--- src/hdl/shift_move_pkg.sv ---
// shared types and constants for the shift and move datapath slice
package shift_move_pkg;

  localparam int unsigned DATA_W     = 8;
  localparam int unsigned ADDR_W     = 7;
  localparam int unsigned MSB_POS    = 7;
  localparam int unsigned LSB_POS    = 0;
  localparam logic [7:0]  DATA_RESET = 8'h00;
  localparam logic [6:0]  ADDR_RESET = 7'h00;
  localparam logic        DEST_ACCUM = 1'b0;
  localparam logic        DEST_FILE  = 1'b1;

  // operation select
  typedef enum logic [1:0] {
    copy_register_op = 2'h0,
    shift_left_op    = 2'h1,
    shift_right_op   = 2'h3
  } op_t;

  // one issued instruction
  typedef struct packed {
    logic       valid;
    op_t        op;
    logic       dest;
    logic [6:0] addr;
    logic [7:0] operand;
  } instr_t;

  // register file write back
  typedef struct packed {
    logic       we;
    logic [6:0] addr;
    logic [7:0] data;
  } file_wr_t;

  // complete block state
  typedef struct packed {
    logic [7:0] accum;
    logic       carry;
    logic       zero;
    file_wr_t   file_wr;
    logic       done;
  } state_t;

endpackage

--- src/hdl/shift_move_datapath.sv ---
// datapath slice executing shift left, shift right and register move
//
// How it works
// - left shift moves bits 6:0 up, zero in
// - left shift puts old bit 7 in carry
// - right shift moves bits 7:1 down, zero in
// - right shift puts old bit 0 in carry
// - shift result to accumulator or file by dest
// - move copies file to accumulator or itself
// - move updates zero flag from moved value
`timescale 1ns/10ps
`default_nettype none

module shift_move_datapath (
  input  wire logic                    clk,
  input  wire logic                    nrst,
  input  wire shift_move_pkg::instr_t  instr,
  output var  logic [7:0]              accum,
  output var  logic                    carry,
  output var  logic                    zero,
  output var  shift_move_pkg::file_wr_t file_wr,
  output var  logic                    done
);

  ////////////////////////////////////////////////////////////////////////
  // elaboration checks
  // the port structs fix one byte of data and a seven bit address;
  // a package edit that breaks either would misroute bits silently
  if (shift_move_pkg::DATA_W != $bits(accum)) begin : g_bad_data_w
    $error("data width does not match the accumulator port");
  end
  if ($bits(instr.operand) != $bits(accum)) begin : g_bad_operand_w
    $error("operand width does not match the accumulator port");
  end
  if (shift_move_pkg::ADDR_W != $bits(file_wr.addr)) begin : g_bad_addr_w
    $error("address width does not match the file write port");
  end
  // the carry taps sit at the two ends of the byte
  if (shift_move_pkg::MSB_POS != shift_move_pkg::DATA_W - 1) begin : g_bad_msb
    $error("top bit position is not the last data bit");
  end
  if (shift_move_pkg::LSB_POS != 0) begin : g_bad_lsb
    $error("bottom bit position is not bit zero");
  end
  // the destination bit needs two distinct meanings
  if (shift_move_pkg::DEST_ACCUM == shift_move_pkg::DEST_FILE) begin : g_bad_dest
    $error("both destination codes are equal");
  end

  ////////////////////////////////////////////////////////////////////////
  // shift, flag and decode helpers
  // kept as functions so the shift taps and the decode sit in one place

  function automatic logic [7:0] shift_left_value(input logic [7:0] value);
    // bits 6:0 move up one place, zero into bit 0
    shift_left_value = {value[shift_move_pkg::MSB_POS-1:shift_move_pkg::LSB_POS], 1'h0};
  endfunction

  function automatic logic shift_left_carry(input logic [7:0] value);
    // the top bit falls off the left end
    shift_left_carry = value[shift_move_pkg::MSB_POS];
  endfunction

  function automatic logic [7:0] shift_right_value(input logic [7:0] value);
    // bits 7:1 move down one place, zero into bit 7
    shift_right_value = {1'h0, value[shift_move_pkg::MSB_POS:shift_move_pkg::LSB_POS+1]};
  endfunction

  function automatic logic shift_right_carry(input logic [7:0] value);
    // the bottom bit falls off the right end
    shift_right_carry = value[shift_move_pkg::LSB_POS];
  endfunction

  function automatic logic is_zero(input logic [7:0] value);
    // no bit set anywhere in the byte
    is_zero = ~|value;
  endfunction

  // left shift op code
  function automatic logic is_shift_left(input shift_move_pkg::op_t op);
    is_shift_left = (op == shift_move_pkg::shift_left_op);
  endfunction

  // right shift op code
  function automatic logic is_shift_right(input shift_move_pkg::op_t op);
    is_shift_right = (op == shift_move_pkg::shift_right_op);
  endfunction

  function automatic logic is_file_dest(input logic dest);
    is_file_dest = (dest == shift_move_pkg::DEST_FILE);
  endfunction

  ////////////////////////////////////////////////////////////////////////
  // block state and decoded instruction
  shift_move_pkg::state_t state_ff;     // all registered state
  shift_move_pkg::state_t nxt_state;    // value for the next edge
  logic                   take_left;    // left shift taken this edge
  logic                   take_right;   // right shift taken this edge
  logic                   take_shift;   // either shift taken this edge
  logic                   take_move;    // move taken this edge
  logic                   to_file;      // result goes back to the file
  logic [7:0]             result;       // value headed for the destination
  logic                   shifted_out;  // carry value for the next edge

  ////////////////////////////////////////////////////////////////////////
  // instruction decode
  // op code 2 has no instruction of its own and runs as a move, so a
  // stray code leaves carry alone but writes the operand and updates the zero flag
  always_comb begin
    take_left  = 1'h0;
    take_right = 1'h0;
    take_move  = 1'h0;
    to_file    = 1'h0;
    if (instr.valid) begin
      take_left  = is_shift_left(instr.op);
      take_right = is_shift_right(instr.op);
      take_move  = !take_left && !take_right;
      to_file    = is_file_dest(instr.dest);
    end
  end

  // either shift loads the carry
  assign take_shift = take_left || take_right;

  ////////////////////////////////////////////////////////////////////////
  // result and shifted out bit
  // the move path passes the operand through and hands the old carry on
  always_comb begin
    result      = instr.operand;
    shifted_out = state_ff.carry;
    if (take_left) begin
      result      = shift_left_value(instr.operand);
      shifted_out = shift_left_carry(instr.operand);
    end else if (take_right) begin
      result      = shift_right_value(instr.operand);
      shifted_out = shift_right_carry(instr.operand);
    end else begin
      result      = instr.operand;
      shifted_out = state_ff.carry; // move leaves carry alone
    end
  end

  ////////////////////////////////////////////////////////////////////////
  // next state
  // pulses drop back every cycle; accumulator, flags and the last file
  // write hold until an instruction replaces them
  always_comb begin
    nxt_state            = state_ff;
    nxt_state.file_wr.we = 1'h0;

    nxt_state.done = instr.valid;

    // carry from shifts
    // a move and op code 2 leave the carry as it stands
    if (take_shift) begin
      nxt_state.carry = shifted_out;
    end

    if (take_shift || take_move) begin
      nxt_state.zero = is_zero(result);
    end

    if (instr.valid && to_file) begin
      nxt_state.file_wr.we   = 1'h1;
      nxt_state.file_wr.addr = instr.addr;
      nxt_state.file_wr.data = result;
    end

    // accumulator loads only when the result is not headed for the file
    if (instr.valid && !to_file) begin
      nxt_state.accum = result;
    end
  end

  ////////////////////////////////////////////////////////////////////////
  // state register
  // reset loads constants only, so no input can reach the reset branch
  always_ff @(posedge clk or negedge nrst) begin
    if (!nrst) begin
      state_ff.accum        <= shift_move_pkg::DATA_RESET;
      state_ff.carry        <= 1'h0;
      state_ff.zero         <= 1'h0;
      state_ff.file_wr.we   <= 1'h0;
      state_ff.file_wr.addr <= shift_move_pkg::ADDR_RESET;
      state_ff.file_wr.data <= shift_move_pkg::DATA_RESET;
      state_ff.done         <= 1'h0;
    end else begin
      state_ff <= nxt_state;
    end
  end

  ////////////////////////////////////////////////////////////////////////
  // outputs straight from flops
  // file write strobe and done last one cycle; the rest hold
  // the file side must take address and data while the strobe is high
  assign accum   = state_ff.accum;
  assign carry   = state_ff.carry;
  assign zero    = state_ff.zero;
  assign file_wr = state_ff.file_wr;
  assign done    = state_ff.done;

endmodule

`default_nettype wire

--- config.mk ---
export PLATFORM = sky130hd
export DESIGN_NAME = shift_move_datapath
export DESIGN_NICKNAME = d
export VERILOG_FILES = /design/src/hdl/shift_move_pkg.sv /design/src/hdl/shift_move_datapath.sv
export SDC_FILE = /design/constraint.sdc
export NUM_CORES = 1
export LEC_CHECK = 0
export CORE_MARGIN = 2
export CORE_UTILIZATION = 54
export CTS_CLUSTER_DIAMETER = 40
export DETAILED_ROUTE_END_ITERATION = 8
export DONT_BUFFER_PORTS = 1
export PLACE_DENSITY_LB_ADDON = 0.1
export SLEW_MARGIN = 25
export SYNTH_ARGS = -nofsm -noshare
export SYNTH_HDL_FRONTEND = slang
export SYNTH_SLANG_ARGS = --single-unit
--- constraint.sdc ---
create_clock -name clk -period 0.8 [get_ports clk]
set_input_delay 0.12 -clock clk [delete_from_list [all_inputs] [get_ports clk]]
set_output_delay 0.12 -clock clk [all_outputs]
set_load 0.005 [all_outputs]
==> flow_metrics.tcl <==
set metrics [dict create \
    post-cts-setup-buffer-count 0 \
    crit_arrival_ns 0.87 \
    avgSynthCellArea_um2 11.4 \
    antenna_found_initial 0 \
    grt_pass1_wl_um 4500 \
    grt_pass1_vias 954 \
    drcViolationCount 0 \
    hold_start "instr[17]" \
    final_util_pct 74.4 \
    maxCapViolations 0 \
    crit-reg2reg-launch "file_wr[14]" \
    fmaxAchievable_mhz 1010 \
    design.die.area_um2 2580 \
    die_w_um 50.8 \
    yosysWarningCount 0 \
    status "finished with violations" \
    clock_sinks 27 \
    hold_class "primary input to flop" \
    cp_max_fo 2 \
    yosys.area_share.simple_pct 10.6 \
    final_cells 153 \
    synthesis.instances 104 \
    rsz0062_at_grt "true" \
    syn_to_final_growth_pct 27.0 \
    required_ns 0.68 \
    endpoint_kind "output pin" \
    drive_gt1_share_pct 26.2 \
    power.leakage_nw 0.709 \
    worstPathCellList "buf_6" \
    grtUsageTotal_pct 24.1 \
    synthAdderAreaFrac_pct 0 \
    rr_endpoint "file_wr[14]" \
    start_kind "flop" \
    cts_buffer_depth 2 \
    clk_latency_ns 0.34 \
    final_common_cell "dfrtp_1" \
    critPathKind "flop to output pin" \
    crit_family "flip-flops" \
    crit_start "file_wr[11]" \
    drt-total-wl_um 2780 \
    ys_seq_area_share_pct 57.0 \
    relSlewSlack_pct 82.7 \
    fillCellCount 145 \
    root_buffer "clkbuf_4" \
    fin_nets 148 \
    irDropWorstVdd_v 0.00145 \
    wl_per_cell_um 18.1 \
    grt_max_degree 28 \
    rows 16 \
    io_buffers 0 \
    ios 48 \
    synth_xor_area_share_pct 0 \
    setup_viol 28 \
    worstMarginPinSlew_ns 0.252 \
    cts_made_buffers 3 \
    reg2regPathDepth 1 \
    synth.area.mux_share_pct 16.5 \
    core_um2 2020 \
    grt_remaining_overflow 0 \
    power_per_cell_area_nw_per_um2 1870 \
    fin_skew_ns 0 \
    hold_viol_final 0 \
    cp_slowest_cell "dfrtp_1" \
    violations "negative setup slack" \
    yosys_register_bits 27 \
    drt-vias-per-instance 5.68 \
    finalCritPeriodShare_pct 124 \
    ant_nets 0 \
    die_y_um 50.8 \
    diodes 0 \
    dp_hpwl_um 1740 \
    syn_area_um2 1180 \
    yosys-top-cells-area "dfrtp_1 57%, mux2_2 8.6%, o21ai_0 7.6%, nand2_1 5.7%, mux2i_1 5.1%" \
    cts_tree "done" \
    vias 869 \
    ff2ff_setup_slack_ns -0.03 \
    synth_top_area_share_pct 57.0 \
    yosysUniqueCellTypes 23 \
    critPathMaxStageDelay_ns 0.42 \
    hold_depth 2 \
    cts.clk_slew.worst_paths_ns 0.16 \
    syn-num-nets 125 \
    routabilityCongestion 0.764 \
    path_buf_inv 1 \
    dp_cells 134 \
    start_util_pct 58.6 \
    layout_common_cells "27 x dfrtp_1, 17 x nand2_1, 14 x dlygate4sd3_1" \
    drtPass1Iterations 4 \
    tns_ns -2.50 \
    worstHoldEndpoint "carry" \
    h-tree-depth 1 \
    drt-initial-drc-count 29 \
    setup_ws_ns -0.194 \
    synth_top_cell_by_area "dfrtp_1" \
    drv_slew 0 \
    period_needed_ns 0.994 \
    synth-compound-area-share_pct 11.7 \
    synth_top_family_by_area "multiplexers" \
]
[state kept, by name, indices dropped and copies added (netlist names)]
name     cells
accum        8
file_wr     16
done         1
zero         1
carry        1
[area by class of cell]
| type | count | area, um2 | share of cell area, % |
|---|---|---|---|
| clock buffer | 3 | 22.5 | 1.50 |
| clock inverter | 1 | 8.76 | 0.582 |
| inverter | 2 | 7.51 | 0.499 |
| multi-input combinational | 69 | 526 | 34.9 |
| sequential | 27 | 676 | 44.9 |
| tap | 27 | 33.8 | 2.24 |
| timing repair buffer | 24 | 231 | 15.4 |
[worst max path at each step]
stage / to / slack [ns] / depth (start not counted)
after floorplan: zero / -0.18 / 5
after global placement: zero / -0.12 / 4
after detailed placement: zero / -0.16 / 4
after CTS: file_wr[11] / -0.21 / 1
after global routing: file_wr[11] / -0.23 / 1
final: file_wr[11] / -0.19 / 1
[synth_stat cells, drive strengths merged]
cell type	n
a21oi	4
o22ai	1
nand4b	1
nor4	1
dfrtp	27
and4	1
nand2b	1
mux2i	6
clkbuf	2
inv	2
nand2	19
and4b	1
mux2	12
buf	4
o2111ai	1
a21o	1
nor2	1
nand4	1
o21ai	18
[where the power goes]
part | leakage (nW) | switching, mW | total (mW) | internal, mW
Combinational | 0.359 | 0.204 | 0.480 | 0.276
Sequential | 0.332 | 0.144 | 1.69 | 1.54
Clock | 0.0183 | 0.449 | 0.654 | 0.205
Total | 0.709 | 0.797 | 2.82 | 2.02
[stage by stage]
step	hold slack [ns]	power (mW)	cell area (um2)	setup WS (ns)
2_1_floorplan	-0.176	1.98	1270	-0.180
3_3_place_gp	-0.175	2.05	1300	-0.117
3_5_place_dp	-0.175	2.06	1300	-0.161
4_1_cts	0.00225	2.81	1490	-0.206
5_1_grt	0.0311	2.96	1510	-0.229
6_report	0.0114	2.82	1510	-0.194
[per-layer routing]
layer | global-route usage (%) | vias to the layer above | routed length [um]
met5 | 0 | - | 0
li1 | - | 407 | -
met1 | 29.5 | 427 | 1120
met4 | 9.46 | 0 | 34
met2 | 40.6 | 31 | 1430
met3 | 6.73 | 4 | 195
[cells by family after synthesis]
family                 Yosys count
DFF                             27
and+or+nand+nor                 26
AOI/OAI and AO/OA               25
muxes                           18
buffers and inverters            8
[what timing repair did]
action,CTS,global route
gates resized for setup,1,3
hold endpoints to repair,41,0
gates cloned,0,0
setup endpoints to repair,27,32
hold buffers,15,0
Note: power is estimated with default switching activity, not from simulation.
